$ cat src/inc/ass_pkg.sv
package ass_pkg;
    localparam int SpeedW = 16;
    localparam int PosW = 32;
    localparam logic [2:0] SelMax = 3'h7;
    localparam logic [2:0] SelEstopMin = 3'h4;
    localparam logic [15:0] StopSpeed = 16'h001E;
    localparam logic [15:0] SpeedSetMax = 16'h4E20;
    localparam logic [9:0] TorqueSetMax = 10'h1F4;
    localparam logic [9:0] EstopTimeMax = 10'h3E8;
    localparam int ClkHz = 10000000;
    localparam int MsPerSec = 1000;
    localparam int TickCycles = ClkHz / MsPerSec;
    localparam int ScaleNum = 6;
    localparam int ScaleDen = 5;

    typedef enum logic [3:0] {
        ST_RUN = 4'h1,
        ST_DECEL = 4'h2,
        ST_ESTOP = 4'h4,
        ST_STOPPED = 4'h8
    } ass_state_e;

    typedef enum logic [1:0] {
        ACT_BRAKE = 2'h0,
        ACT_FREE = 2'h1,
        ACT_ESTOP = 2'h2
    } ass_action_e;
endpackage

$ cat src/inc/ass_tick_if.sv
interface ass_tick_if;
    logic tick;
    modport src (output tick);
    modport dst (input tick);
endinterface

$ cat src/rtl/ass_ms_tick.sv
module ass_ms_tick #(
    parameter int Cycles = ass_pkg::TickCycles
) (
    // Clock and reset
    input wire logic clk,
    input wire logic rst_n,
    // Millisecond enable
    ass_tick_if.src tickOut
);
    logic [15:0] count;

    if (Cycles < 1 || Cycles > 65535)
    begin
        $error("ass_ms_tick: Cycles out of range");
    end

    always_ff @(posedge clk)
    begin
        if (!rst_n)
        begin
            count <= 16'h0000;
            tickOut.tick <= 1'b0;
        end
        else if (count == 16'(Cycles - 1))
        begin
            count <= 16'h0000;
            tickOut.tick <= 1'b1;
        end
        else
        begin
            count <= count + 16'h0001;
            tickOut.tick <= 1'b0;
        end
    end
endmodule

$ cat src/rtl/ass_alarm_stop_sequencer.sv
// How it works
// - Alarm forces position control, halts command generation
// - Deviation clear makes command track feedback
// - Settings 0-3 pick brake or free per phase
// - Settings 4-7 with estop alarm do torque-limited stop
// - Non-estop alarm: brake for 4,6, free 5,7
// - Stopped: brake for 4,5, free 6,7
// - Deceleration ends at 30 r/min, stays stopped
// - Estop torque 0 uses normal torque limit
// - Speed above overspeed level raises overspeed alarm
// - Estop not done in time enters alarm state
// - Estop time zero means immediate stop
// - During estop, second overspeed level raises alarm
// - Estop alarm actively controls motor to stop
// - Second overspeed cuts drive, stops via action B
// - Non-estop alarm during estop abandons the sequence
module ass_alarm_stop_sequencer #(
    parameter int TickCycles = ass_pkg::TickCycles,
    parameter logic [15:0] MaxSpeed = 16'h1770
) (
    // Clock and reset
    input wire logic clk,
    input wire logic rst_n,
    // Settings
    input wire logic [2:0] alarmStopSelect,
    input wire logic [9:0] estopTorqueLimit,
    input wire logic [9:0] normalTorqueLimit,
    input wire logic [15:0] overspeedLevel,
    input wire logic [15:0] secondOverspeedLevel,
    input wire logic [9:0] estopTimeLimit,
    // Alarm inputs
    input wire logic alarmEstop,
    input wire logic alarmNoEstop,
    // Feedback and host command
    input wire logic [15:0] motorSpeed,
    input wire logic [31:0] feedbackPos,
    input wire logic [31:0] hostCmdPos,
    input wire logic hostCmdValid,
    // Power stage
    output logic dynamicBrake,
    output logic driveEnable,
    output logic torqueLimitActive,
    output logic [9:0] torqueLimit,
    // Control and status
    output logic [31:0] cmdPos,
    output logic forcePosCtrl,
    output logic cmdGenHalt,
    output logic devClear,
    output logic overspeedAlarm,
    output logic secondOverspeedAlarm,
    output logic estopTimeoutAlarm,
    output logic alarmActive,
    output logic [3:0] stateOut
);
    ass_pkg::ass_state_e state;
    ass_pkg::ass_action_e decelAct;
    logic stopBrake;
    logic [9:0] msCount;
    logic [16:0] maxScaled;
    logic [15:0] osLimit;
    logic [15:0] os2Limit;
    logic overNow;
    logic over2Now;
    logic anyAlarm;
    logic stopBrakeSel;
    ass_pkg::ass_action_e decelSel;
    ass_tick_if msTick ();

    // Scaled default threshold must fit the speed width
    if (MaxSpeed == 16'h0000
        || (32'(MaxSpeed) * ass_pkg::ScaleNum) / ass_pkg::ScaleDen > 32'h0000FFFF)
    begin
        $error("ass_alarm_stop_sequencer: MaxSpeed out of range");
    end

    ass_ms_tick #(.Cycles(TickCycles)) uTick (
        .clk(clk),
        .rst_n(rst_n),
        .tickOut(msTick)
    );

    // Speed thresholds, zero setting meaning 1.2 x max speed
    assign maxScaled = 17'((32'(MaxSpeed) * ass_pkg::ScaleNum) / ass_pkg::ScaleDen);
    assign osLimit = (overspeedLevel == 16'h0000) ? maxScaled[15:0] : overspeedLevel;
    assign os2Limit = (secondOverspeedLevel == 16'h0000) ? maxScaled[15:0]
                      : secondOverspeedLevel;
    assign overNow = motorSpeed > osLimit;
    assign over2Now = (state == ass_pkg::ST_ESTOP) && (motorSpeed > os2Limit);
    assign anyAlarm = alarmEstop || alarmNoEstop || overNow;

    // Action selection for the alarm at hand
    always_comb
    begin
        stopBrakeSel = 1'b1;
        decelSel = ass_pkg::ACT_BRAKE;
        if (alarmStopSelect < ass_pkg::SelEstopMin)
        begin
            decelSel = alarmStopSelect[0] ? ass_pkg::ACT_FREE : ass_pkg::ACT_BRAKE;
            stopBrakeSel = !alarmStopSelect[1];
        end
        else
        begin
            stopBrakeSel = !alarmStopSelect[1];
            if ((alarmEstop || overNow) && !alarmNoEstop && estopTimeLimit != 10'h000)
                decelSel = ass_pkg::ACT_ESTOP;
            else
                decelSel = alarmStopSelect[0] ? ass_pkg::ACT_FREE : ass_pkg::ACT_BRAKE;
        end
    end

    // Sequence state
    always_ff @(posedge clk)
    begin
        if (!rst_n)
        begin
            state <= ass_pkg::ST_RUN;
            decelAct <= ass_pkg::ACT_BRAKE;
            stopBrake <= 1'b1;
        end
        else
        begin
            case (state)
                ass_pkg::ST_RUN:
                    if (anyAlarm)
                    begin
                        decelAct <= decelSel;
                        stopBrake <= stopBrakeSel;
                        state <= (decelSel == ass_pkg::ACT_ESTOP) ? ass_pkg::ST_ESTOP
                                 : ass_pkg::ST_DECEL;
                    end
                ass_pkg::ST_DECEL:
                    if (motorSpeed <= ass_pkg::StopSpeed)
                        state <= ass_pkg::ST_STOPPED;
                ass_pkg::ST_ESTOP:
                    if (alarmNoEstop || over2Now)
                    begin
                        decelAct <= alarmStopSelect[0] ? ass_pkg::ACT_FREE
                                    : ass_pkg::ACT_BRAKE;
                        state <= ass_pkg::ST_DECEL;
                    end
                    else if (motorSpeed <= ass_pkg::StopSpeed)
                        state <= ass_pkg::ST_STOPPED;
                    else if (msTick.tick && msCount + 10'h001 >= estopTimeLimit)
                    begin
                        decelAct <= alarmStopSelect[0] ? ass_pkg::ACT_FREE
                                    : ass_pkg::ACT_BRAKE;
                        state <= ass_pkg::ST_DECEL;
                    end
                ass_pkg::ST_STOPPED:
                    state <= ass_pkg::ST_STOPPED;
                default:
                    state <= ass_pkg::ST_RUN;
            endcase
        end
    end

    // Emergency stop time budget
    always_ff @(posedge clk)
    begin
        if (!rst_n || state != ass_pkg::ST_ESTOP)
            msCount <= 10'h000;
        else if (msTick.tick && msCount != ass_pkg::EstopTimeMax)
            msCount <= msCount + 10'h001;
    end

    // Alarm flags, held until reset
    always_ff @(posedge clk)
    begin
        if (!rst_n)
        begin
            overspeedAlarm <= 1'b0;
            secondOverspeedAlarm <= 1'b0;
            estopTimeoutAlarm <= 1'b0;
            alarmActive <= 1'b0;
        end
        else
        begin
            if (overNow)
                overspeedAlarm <= 1'b1;
            if (over2Now)
                secondOverspeedAlarm <= 1'b1;
            if (state == ass_pkg::ST_ESTOP && !alarmNoEstop && !over2Now
                && motorSpeed > ass_pkg::StopSpeed
                && msTick.tick && msCount + 10'h001 >= estopTimeLimit)
                estopTimeoutAlarm <= 1'b1;
            if (anyAlarm || state != ass_pkg::ST_RUN)
                alarmActive <= 1'b1;
        end
    end

    // Power stage and position control outputs
    always_ff @(posedge clk)
    begin
        if (!rst_n)
        begin
            dynamicBrake <= 1'b0;
            driveEnable <= 1'b1;
            torqueLimitActive <= 1'b0;
            torqueLimit <= 10'h000;
            forcePosCtrl <= 1'b0;
            cmdGenHalt <= 1'b0;
            devClear <= 1'b0;
            stateOut <= ass_pkg::ST_RUN;
        end
        else
        begin
            stateOut <= state;
            forcePosCtrl <= state != ass_pkg::ST_RUN;
            cmdGenHalt <= state != ass_pkg::ST_RUN;
            devClear <= state != ass_pkg::ST_RUN;
            torqueLimit <= (estopTorqueLimit == 10'h000) ? normalTorqueLimit
                           : estopTorqueLimit;
            case (state)
                ass_pkg::ST_ESTOP:
                begin
                    driveEnable <= 1'b1;
                    dynamicBrake <= 1'b0;
                    torqueLimitActive <= 1'b1;
                end
                ass_pkg::ST_DECEL:
                begin
                    driveEnable <= 1'b0;
                    dynamicBrake <= decelAct == ass_pkg::ACT_BRAKE;
                    torqueLimitActive <= 1'b0;
                end
                ass_pkg::ST_STOPPED:
                begin
                    driveEnable <= 1'b0;
                    dynamicBrake <= stopBrake;
                    torqueLimitActive <= 1'b0;
                end
                default:
                begin
                    driveEnable <= 1'b1;
                    dynamicBrake <= 1'b0;
                    torqueLimitActive <= 1'b0;
                end
            endcase
        end
    end

    // Command position: host while running, feedback once halted
    always_ff @(posedge clk)
    begin
        if (!rst_n)
            cmdPos <= 32'h00000000;
        else if (state != ass_pkg::ST_RUN)
            cmdPos <= feedbackPos;
        else if (hostCmdValid)
            cmdPos <= hostCmdPos;
    end

    chk_halt_forced: assert property (@(posedge clk) disable iff (!rst_n)
        state != ass_pkg::ST_RUN |=> forcePosCtrl && cmdGenHalt)
        else $error("position control not forced");
    chk_cmd_tracks: assert property (@(posedge clk) disable iff (!rst_n)
        state != ass_pkg::ST_RUN |=> cmdPos == $past(feedbackPos))
        else $error("command not tracking feedback");
    chk_stopped_sticky: assert property (@(posedge clk) disable iff (!rst_n)
        state == ass_pkg::ST_STOPPED |=> state == ass_pkg::ST_STOPPED)
        else $error("left stopped phase");
    chk_decel_end: assert property (@(posedge clk) disable iff (!rst_n)
        state == ass_pkg::ST_DECEL && motorSpeed <= ass_pkg::StopSpeed
        |=> state == ass_pkg::ST_STOPPED)
        else $error("decel did not end at stop speed");
    chk_os_flag: assert property (@(posedge clk) disable iff (!rst_n)
        overNow |=> overspeedAlarm)
        else $error("overspeed not flagged");
    chk_estop_entry: assert property (@(posedge clk) disable iff (!rst_n)
        state == ass_pkg::ST_RUN && alarmEstop && !alarmNoEstop
        && alarmStopSelect >= ass_pkg::SelEstopMin && estopTimeLimit != 10'h000
        |=> state == ass_pkg::ST_ESTOP)
        else $error("estop not entered");
    chk_no_zero_estop: assert property (@(posedge clk) disable iff (!rst_n)
        state == ass_pkg::ST_RUN && estopTimeLimit == 10'h000
        |=> state != ass_pkg::ST_ESTOP)
        else $error("estop with zero time");
    chk_abandon_estop: assert property (@(posedge clk) disable iff (!rst_n)
        state == ass_pkg::ST_ESTOP && alarmNoEstop |=> state == ass_pkg::ST_DECEL)
        else $error("estop not abandoned");
    chk_estop_drive: assert property (@(posedge clk) disable iff (!rst_n)
        state == ass_pkg::ST_ESTOP |=> driveEnable && torqueLimitActive && !dynamicBrake)
        else $error("estop not driving");
    chk_torque_zero: assert property (@(posedge clk) disable iff (!rst_n)
        estopTorqueLimit == 10'h000 |=> torqueLimit == $past(normalTorqueLimit))
        else $error("zero torque setting not normal");
    chk_stop_brake: assert property (@(posedge clk) disable iff (!rst_n)
        state == ass_pkg::ST_STOPPED |=> dynamicBrake == $past(stopBrake) && !driveEnable)
        else $error("stopped brake wrong");
    chk_latch_hold: assert property (@(posedge clk) disable iff (!rst_n)
        state == ass_pkg::ST_DECEL |=> $stable(stopBrake) && $stable(decelAct))
        else $error("latched action changed");
endmodule

$ cat config.mk
export PLATFORM = sky130hd
export DESIGN_NAME = ass_alarm_stop_sequencer
export DESIGN_NICKNAME = d
export VERILOG_FILES = /design/src/inc/ass_pkg.sv /design/src/inc/ass_tick_if.sv /design/src/rtl/ass_ms_tick.sv /design/src/rtl/ass_alarm_stop_sequencer.sv
export SDC_FILE = /design/constraint.sdc
export NUM_CORES = 1
export LEC_CHECK = 0
export BUFFER_PORTS_ARGS = -buffer_cell sky130_fd_sc_hd__buf_2
export CORE_ASPECT_RATIO = 0.8
export CORE_MARGIN = 2
export CORE_UTILIZATION = 30
export DETAILED_ROUTE_END_ITERATION = 16
export GPL_TIMING_DRIVEN = 1
export PLACE_DENSITY = 0.59
export SYNTH_ARGS = -nofsm -noshare
export SYNTH_HDL_FRONTEND = slang
export SYNTH_SLANG_ARGS = --single-unit
$ cat constraint.sdc
create_clock -name clk -period 3.2 [get_ports clk]
set_clock_uncertainty 0.1 [all_clocks]
set_input_delay 0.16 -clock clk [delete_from_list [all_inputs] [get_ports clk]]
set_output_delay 0.16 -clock clk [all_outputs]
set_load 0.02 [all_outputs]
# Word-level counts from Yosys, hierarchy flattened

Cells that the tools add are included.

Reductions and logical operators: 32
Magnitude comparators: 6
Multiplexer cells: 24
Div/mod/pow operators: 0
Shifts and indexed selects: 0
Multiply operators: 0
Add/subtract/negate cells: 2
Eq/ne operators: 14
Bitwise logic cells: 1

Operators with widths:

| operator                                                                         | count |
|---|---|
| 32-bit two-way mux                                                               | 2 |
| 16-bit greater-than comparator                                                   | 2 |
| 16-bit zero test                                                                 | 2 |
| 16-bit two-way mux                                                               | 2 |
| 4-bit two-way mux                                                                | 5 |
| 16-bit by 1-bit adder with 16-bit output, second input constant                  | 1 |
| 16-bit by 14-bit equality test with 1-bit output, second input constant          | 1 |
| 16-bit by 5-bit greater-than comparator with 1-bit output, second input constant | 1 |
| 16-bit by 5-bit <= comparator with 1-bit output, second input constant           | 1 |
| 4-bit case mux with 4 select lines                                               | 1 |
| 2-bit two-way mux                                                                | 6 |
| 10-bit by 1-bit adder with 10-bit output, second input constant                  | 1 |
| 10-bit >= comparator                                                             | 1 |
| 1-bit logical AND                                                                | 10 |
| 10-bit zero test                                                                 | 1 |
| 10-bit two-way mux                                                               | 1 |
| 10-bit != test, second input constant                                            | 1 |
| 10-bit nonzero test                                                              | 1 |
| 4-bit by 1-bit != test with 1-bit output, second input constant                  | 2 |
| 1-bit logical OR                                                                 | 6 |
| 4-bit by 1-bit equality test with 1-bit output, second input constant            | 1 |
| 4-bit by 2-bit equality test with 1-bit output, second input constant            | 1 |
| 4-bit by 3-bit equality test with 1-bit output, second input constant            | 1 |
| 4-bit equality test, second input constant                                       | 1 |
| other kinds (18)                                                                 | 27 |

Memories: 0
Register bits: 88
Word-level logic and storage cells: 96
Bits of input ports: 150
ROM bits: 0
RAM bits: 0
Bits in latches: 0
Output and inout port bits: 56

# Longest topological paths before layout

Depth in word-level cells: 12
Depth in mapped cells: 13
Depth with buffers taken out: 13

# Cells and area by module

From an unflattened synthesis, not the netlist that was laid out.

Cells, all modules: 569
Area total of the unflattened synthesis: 5008.6 um^2

By module, submodules not included:

| module                   | sequential area each (um^2) | instances | cells each | area each (um^2) |
|---|---|---|---|---|
| ass_alarm_stop_sequencer | 1421.4                      | 1         | 488        | 4280.4 |
| ass_ms_tick              | 340.3                       | 1         | 81         | 728.2 |

# Worst setup path after synthesis

No wires, ideal clock.

Path type: register to register
Start: register msCount[0]
End: register state[1]
Cell stages (with the launch flop): 14
Setup time: 0.114 ns
Data arrival time: 2.603 ns
Slack: 0.382 ns
Path buffers: 0
Clock period less this slack: 2.818 ns
Data required time: 2.986 ns
Cell sequence: dfxtp_1 > ha_1 > and3_1 > and3_1 > nand3_1 > xnor2_1 > ha_1 > o21ai_0 > a21oi_1 > o2111ai_1 > o21ai_0 > or4_4 > nand4_2 > o2bb2ai_2

Word-level cells in the longest chain between the ends: 5

Ends and longest elaborated chain:

| element                                            | RTL line                        | RTL |
|---|---|---|
| from (decl)                                        | ass_alarm_stop_sequencer.sv:58  | `logic [9:0] msCount;` |
| from (signal assigned)                             | ass_alarm_stop_sequencer.sv:163 | `msCount <= msCount + 10'h001;` |
| 10-bit by 1-bit adder with 10-bit output           | ass_alarm_stop_sequencer.sv:143 | `else if (msTick.tick && msCount + 10'h001 >= estopTimeLimit)` |
| 10-bit >= comparator                               | ass_alarm_stop_sequencer.sv:143 |  |
| 1-bit logical AND                                  | ass_alarm_stop_sequencer.sv:143 |  |
| 4-bit by 1-bit != test with 1-bit output (no line) | --                              |  |
| 3-bit AND reduction (no line)                      | --                              |  |
| to (signal assigned)                               | ass_alarm_stop_sequencer.sv:142 | `state <= ass_pkg::ST_STOPPED;` |
| to (signal assigned)                               | ass_alarm_stop_sequencer.sv:147 | `state <= ass_pkg::ST_DECEL;` |
| to (signal assigned)                               | ass_alarm_stop_sequencer.sv:150 | `state <= ass_pkg::ST_STOPPED;` |
| to (decl)                                          | ass_alarm_stop_sequencer.sv:55  | `ass_pkg::ass_state_e state;` |

No other way between the ends.
A chain may end at the register's enable or synchronous reset.

# Worst setup path in the final report

Ends and elaborated chain as after synthesis.

==> results.md <==
* Status: complete, no violations
* Vias in the first global route at 4785
* Placed insts at 978
* Post-synth cell types at 52
* CP Launch Type: register
* Post-DP HPWL at 10600 um
* Max Cap Viol at 0
* Wire per inst at roughly 14 um
* Overall die width at between 100 and 150 um
* CTS root buf: clkbuf_16
* Synthesized area at a little under 0.005 mm^2
* Final Net Count at 1019
* Mean post-synth cell area at 8.56 um^2
* Max incr delay on CP at 530 ps
* #FFs+latches synth at 88
* RSZ-0062 raised after global routing: no
* Input/output buffers at slightly above 200
* Fill cell count at 1513
* Tightest Pin Transition at about 970 ps
* Crit-path max FO at 3
* Cells after synthesis at between 500 and 600
* Final number of setup-violating endpoints at 0
* CTS tree: done
* Post-CTS Setup Inserts at 0
* I/O pin total at just over 200
* Post-synthesis sequential area ratio at 0.361
* Fmax at 340 MHz
* Clk buf depth at 2
* Detail Route Antenna Nets at 0
* Mapped Nets at between 700 and 800
* Gr usage total at 0.165
* WP data arrival at between 3000 and 4000 ps
* Setup crit start: msCount[0]
* Synth Flop Type: dfxtp_1
* Final hold violation count at 0
* Drt pass-1 iters at 4
* Tcrit/Tclk final at 0.919
* Register area at ~0.0018 mm^2
* Setup CP Type: register to register
* Via/cell ratio at 4.74
* Core Area at 0.0159 mm^2
* Min Clock Period, post-route at ~2900 ps
* Worst R2R Start: msCount[0]
* Post-synth ARST share at 0
* First-pass GRT wire length at 23300 um
* Most frequent cells in the layout: buf_2 (205), nor2_1 (88), dfxtp_1 (88)
* Die Area at 0.0173 mm^2
* Total CTS buffers at 9
* CP cell instances: ha_1 > and3_1 > and3_1 > buf_4 > xor2_1 > ha_1 > a211o_1 > o21ai_0 > o21ai_1 > or4_4 > nand4_2 > o2bb2ai_2
* Hold Crit Class: input pin to register
* GRT overflow at 0
* Final wirelength at about 14000 um
* Clock Latency Late Sink at approximately 340 ps
* EDFF count, synth at 0
* Min-delay src: feedbackPos[22]
* Reg clk slew, reported paths at 70 ps
* Post-route cell area at 0.00700 mm^2
* Worst Path Required at 3340 ps
* Clk sinks at just under 90
* Cell area after placement at 0.00618 mm^2
* DRC violations left at 0
* H-Tree Depth at 3
* Num rows at 41
* Vias at 4957
* Initial antenna violation count at 1
* Initial Utilization at 0.308
* Area of the multi-input gates at around 0.0029 mm^2
* Die Span Y at 118 um
* DRT iter0 DRCs at between 150 and 200
* Critical path's slowest cell: or4_4
* LEAKAGE at between 0.003 and 0.004 uW
* GP Congestion at 0.808
* Pin count of the biggest net entering global routing at 59
* Slew margin rel. at 0.351
* Max IR drop VDD at between 0.0002 and 0.0003 V
* Area Overhead vs Synth at 43.4%
* Most common cell after layout, fill and taps aside: buf_2
* Yosys warns at 0
* Critical path endpoint category: register
* Layout cells sized above 1 at 0.297
* Fin. max-slew vios at 0
* Post-Layout Cell Count at between 1000 and 1500
* Setup TNS at 0 ps
* Pwr dens at 509 mW/mm^2
[routing by layer]
layer  wire (um)  global-route usage
met3         837              0.0415
met2        6410               0.263
met4         286              0.0510
met1        6810               0.220
met5           0                   0
[flip-flops by register name, indices dropped and copies added, names as in the netlist, 2 cells and up]
register	count
torqueLimit	10
uTick.count	16
state	4
decelAct	2
msCount	10
stateOut	4
cmdPos	32
[timing repair]
item                       CTS  global route
hold buffers                50             0
gates resized for setup      0             1
hold endpoints to repair    40             0
setup endpoints to repair    0             2
[report_power, final]
group / leakage, uW / switching [uW] / internal (uW) / total, uW
Sequential: 0.000724 / 99.7 / 1260 / 1360
Combinational: 0.00250 / 651 / 441 / 1090
Clock: 0.000154 / 488 / 625 / 1110
Total: 0.00338 / 1240 / 2330 / 3560
[through the flow]
step / power [uW] / setup slack (ps) / hold slack (ps) / util
4_1_cts: 3610 / 184 / 3.60 / 0.441
5_1_grt: 3770 / 57.5 / 12.7 / 0.442
6_report: 3560 / 259 / 16.5 / 0.442
3_5_place_dp: 2430 / -34.5 / 284 / 0.390
3_3_place_gp: 2420 / 2.40 / 278 / 0.390
2_1_floorplan: 2030 / 382 / 133 / -
[path summary, 6_finish.rpt]
check,endpoint,slack (ps),cells after the start
max,state[1],260,12
min,cmdPos[22],20,3
max reg2reg,state[1],260,12
min reg2reg,uTick.count[0],350,1
[critical path, delay by kind of cell (launching register included)]
kind                       cells  cell delay (ps)
DFF                            1              320
xor gates and xnor gates       1              150
adders and majority gates      2              420
and+or+nand+nor                4             1050
AOI/OAI and AO/OA              4              660
buffers and inverters          1              140
[cells by family (layout without fill, tap and decap cells)]
group                    count (synthesis)  count (layout)  share of synthesized area
multiplexers                            33              33                     0.0677
buffers and inverters                   68             327                     0.0538
flip-flops                              88              88                      0.361
AND/OR/NAND/NOR                        203             203                      0.210
adder cells (fa/ha/maj)                 45              45                      0.115
AO/OA/AOI/OAI                          106             106                      0.144
XOR/XNOR                                27              27                     0.0485
other                                    0               1                          0
[cells in the mapped netlist, drive strengths merged (2+ instances only)]
cell / count / area (um^2)
or4b: 2 / 23.8
dfxtp: 88 / 1760
mux2i: 33 / 330
o21a: 2 / 15.0
or4: 3 / 26.3
buf: 2 / 15.0
nand2b: 3 / 18.8
nand4: 10 / 68.8
and2: 5 / 32.5
o21ai: 16 / 80.1
a21o: 3 / 22.5
xor2: 13 / 114
a211oi: 34 / 255
nor4: 19 / 125
and3: 12 / 75.1
nand3: 9 / 45.0
nor4b: 4 / 41.3
a211o: 2 / 17.5
xnor2: 14 / 123
o211ai: 3 / 22.5
nor2: 88 / 330
ha: 45 / 563
nand2: 26 / 97.6
or3: 5 / 31.3
clkbuf: 24 / 90.1
a21oi: 34 / 170
o31a: 2 / 17.5
nor3: 8 / 40.0
and4: 3 / 26.3
inv: 41 / 154
nor2b: 3 / 18.8
[layout make-up]
cell class,instances,share of cell area
sequential,88,0.252
antenna,1,0.000358
clock inverter,7,0.0125
clock buffer,9,0.0322
inverter,42,0.0225
timing repair buffer,269,0.233
tap,215,0.0384
multi-input combinational,414,0.409
Power figures use the tool's default switching activity.
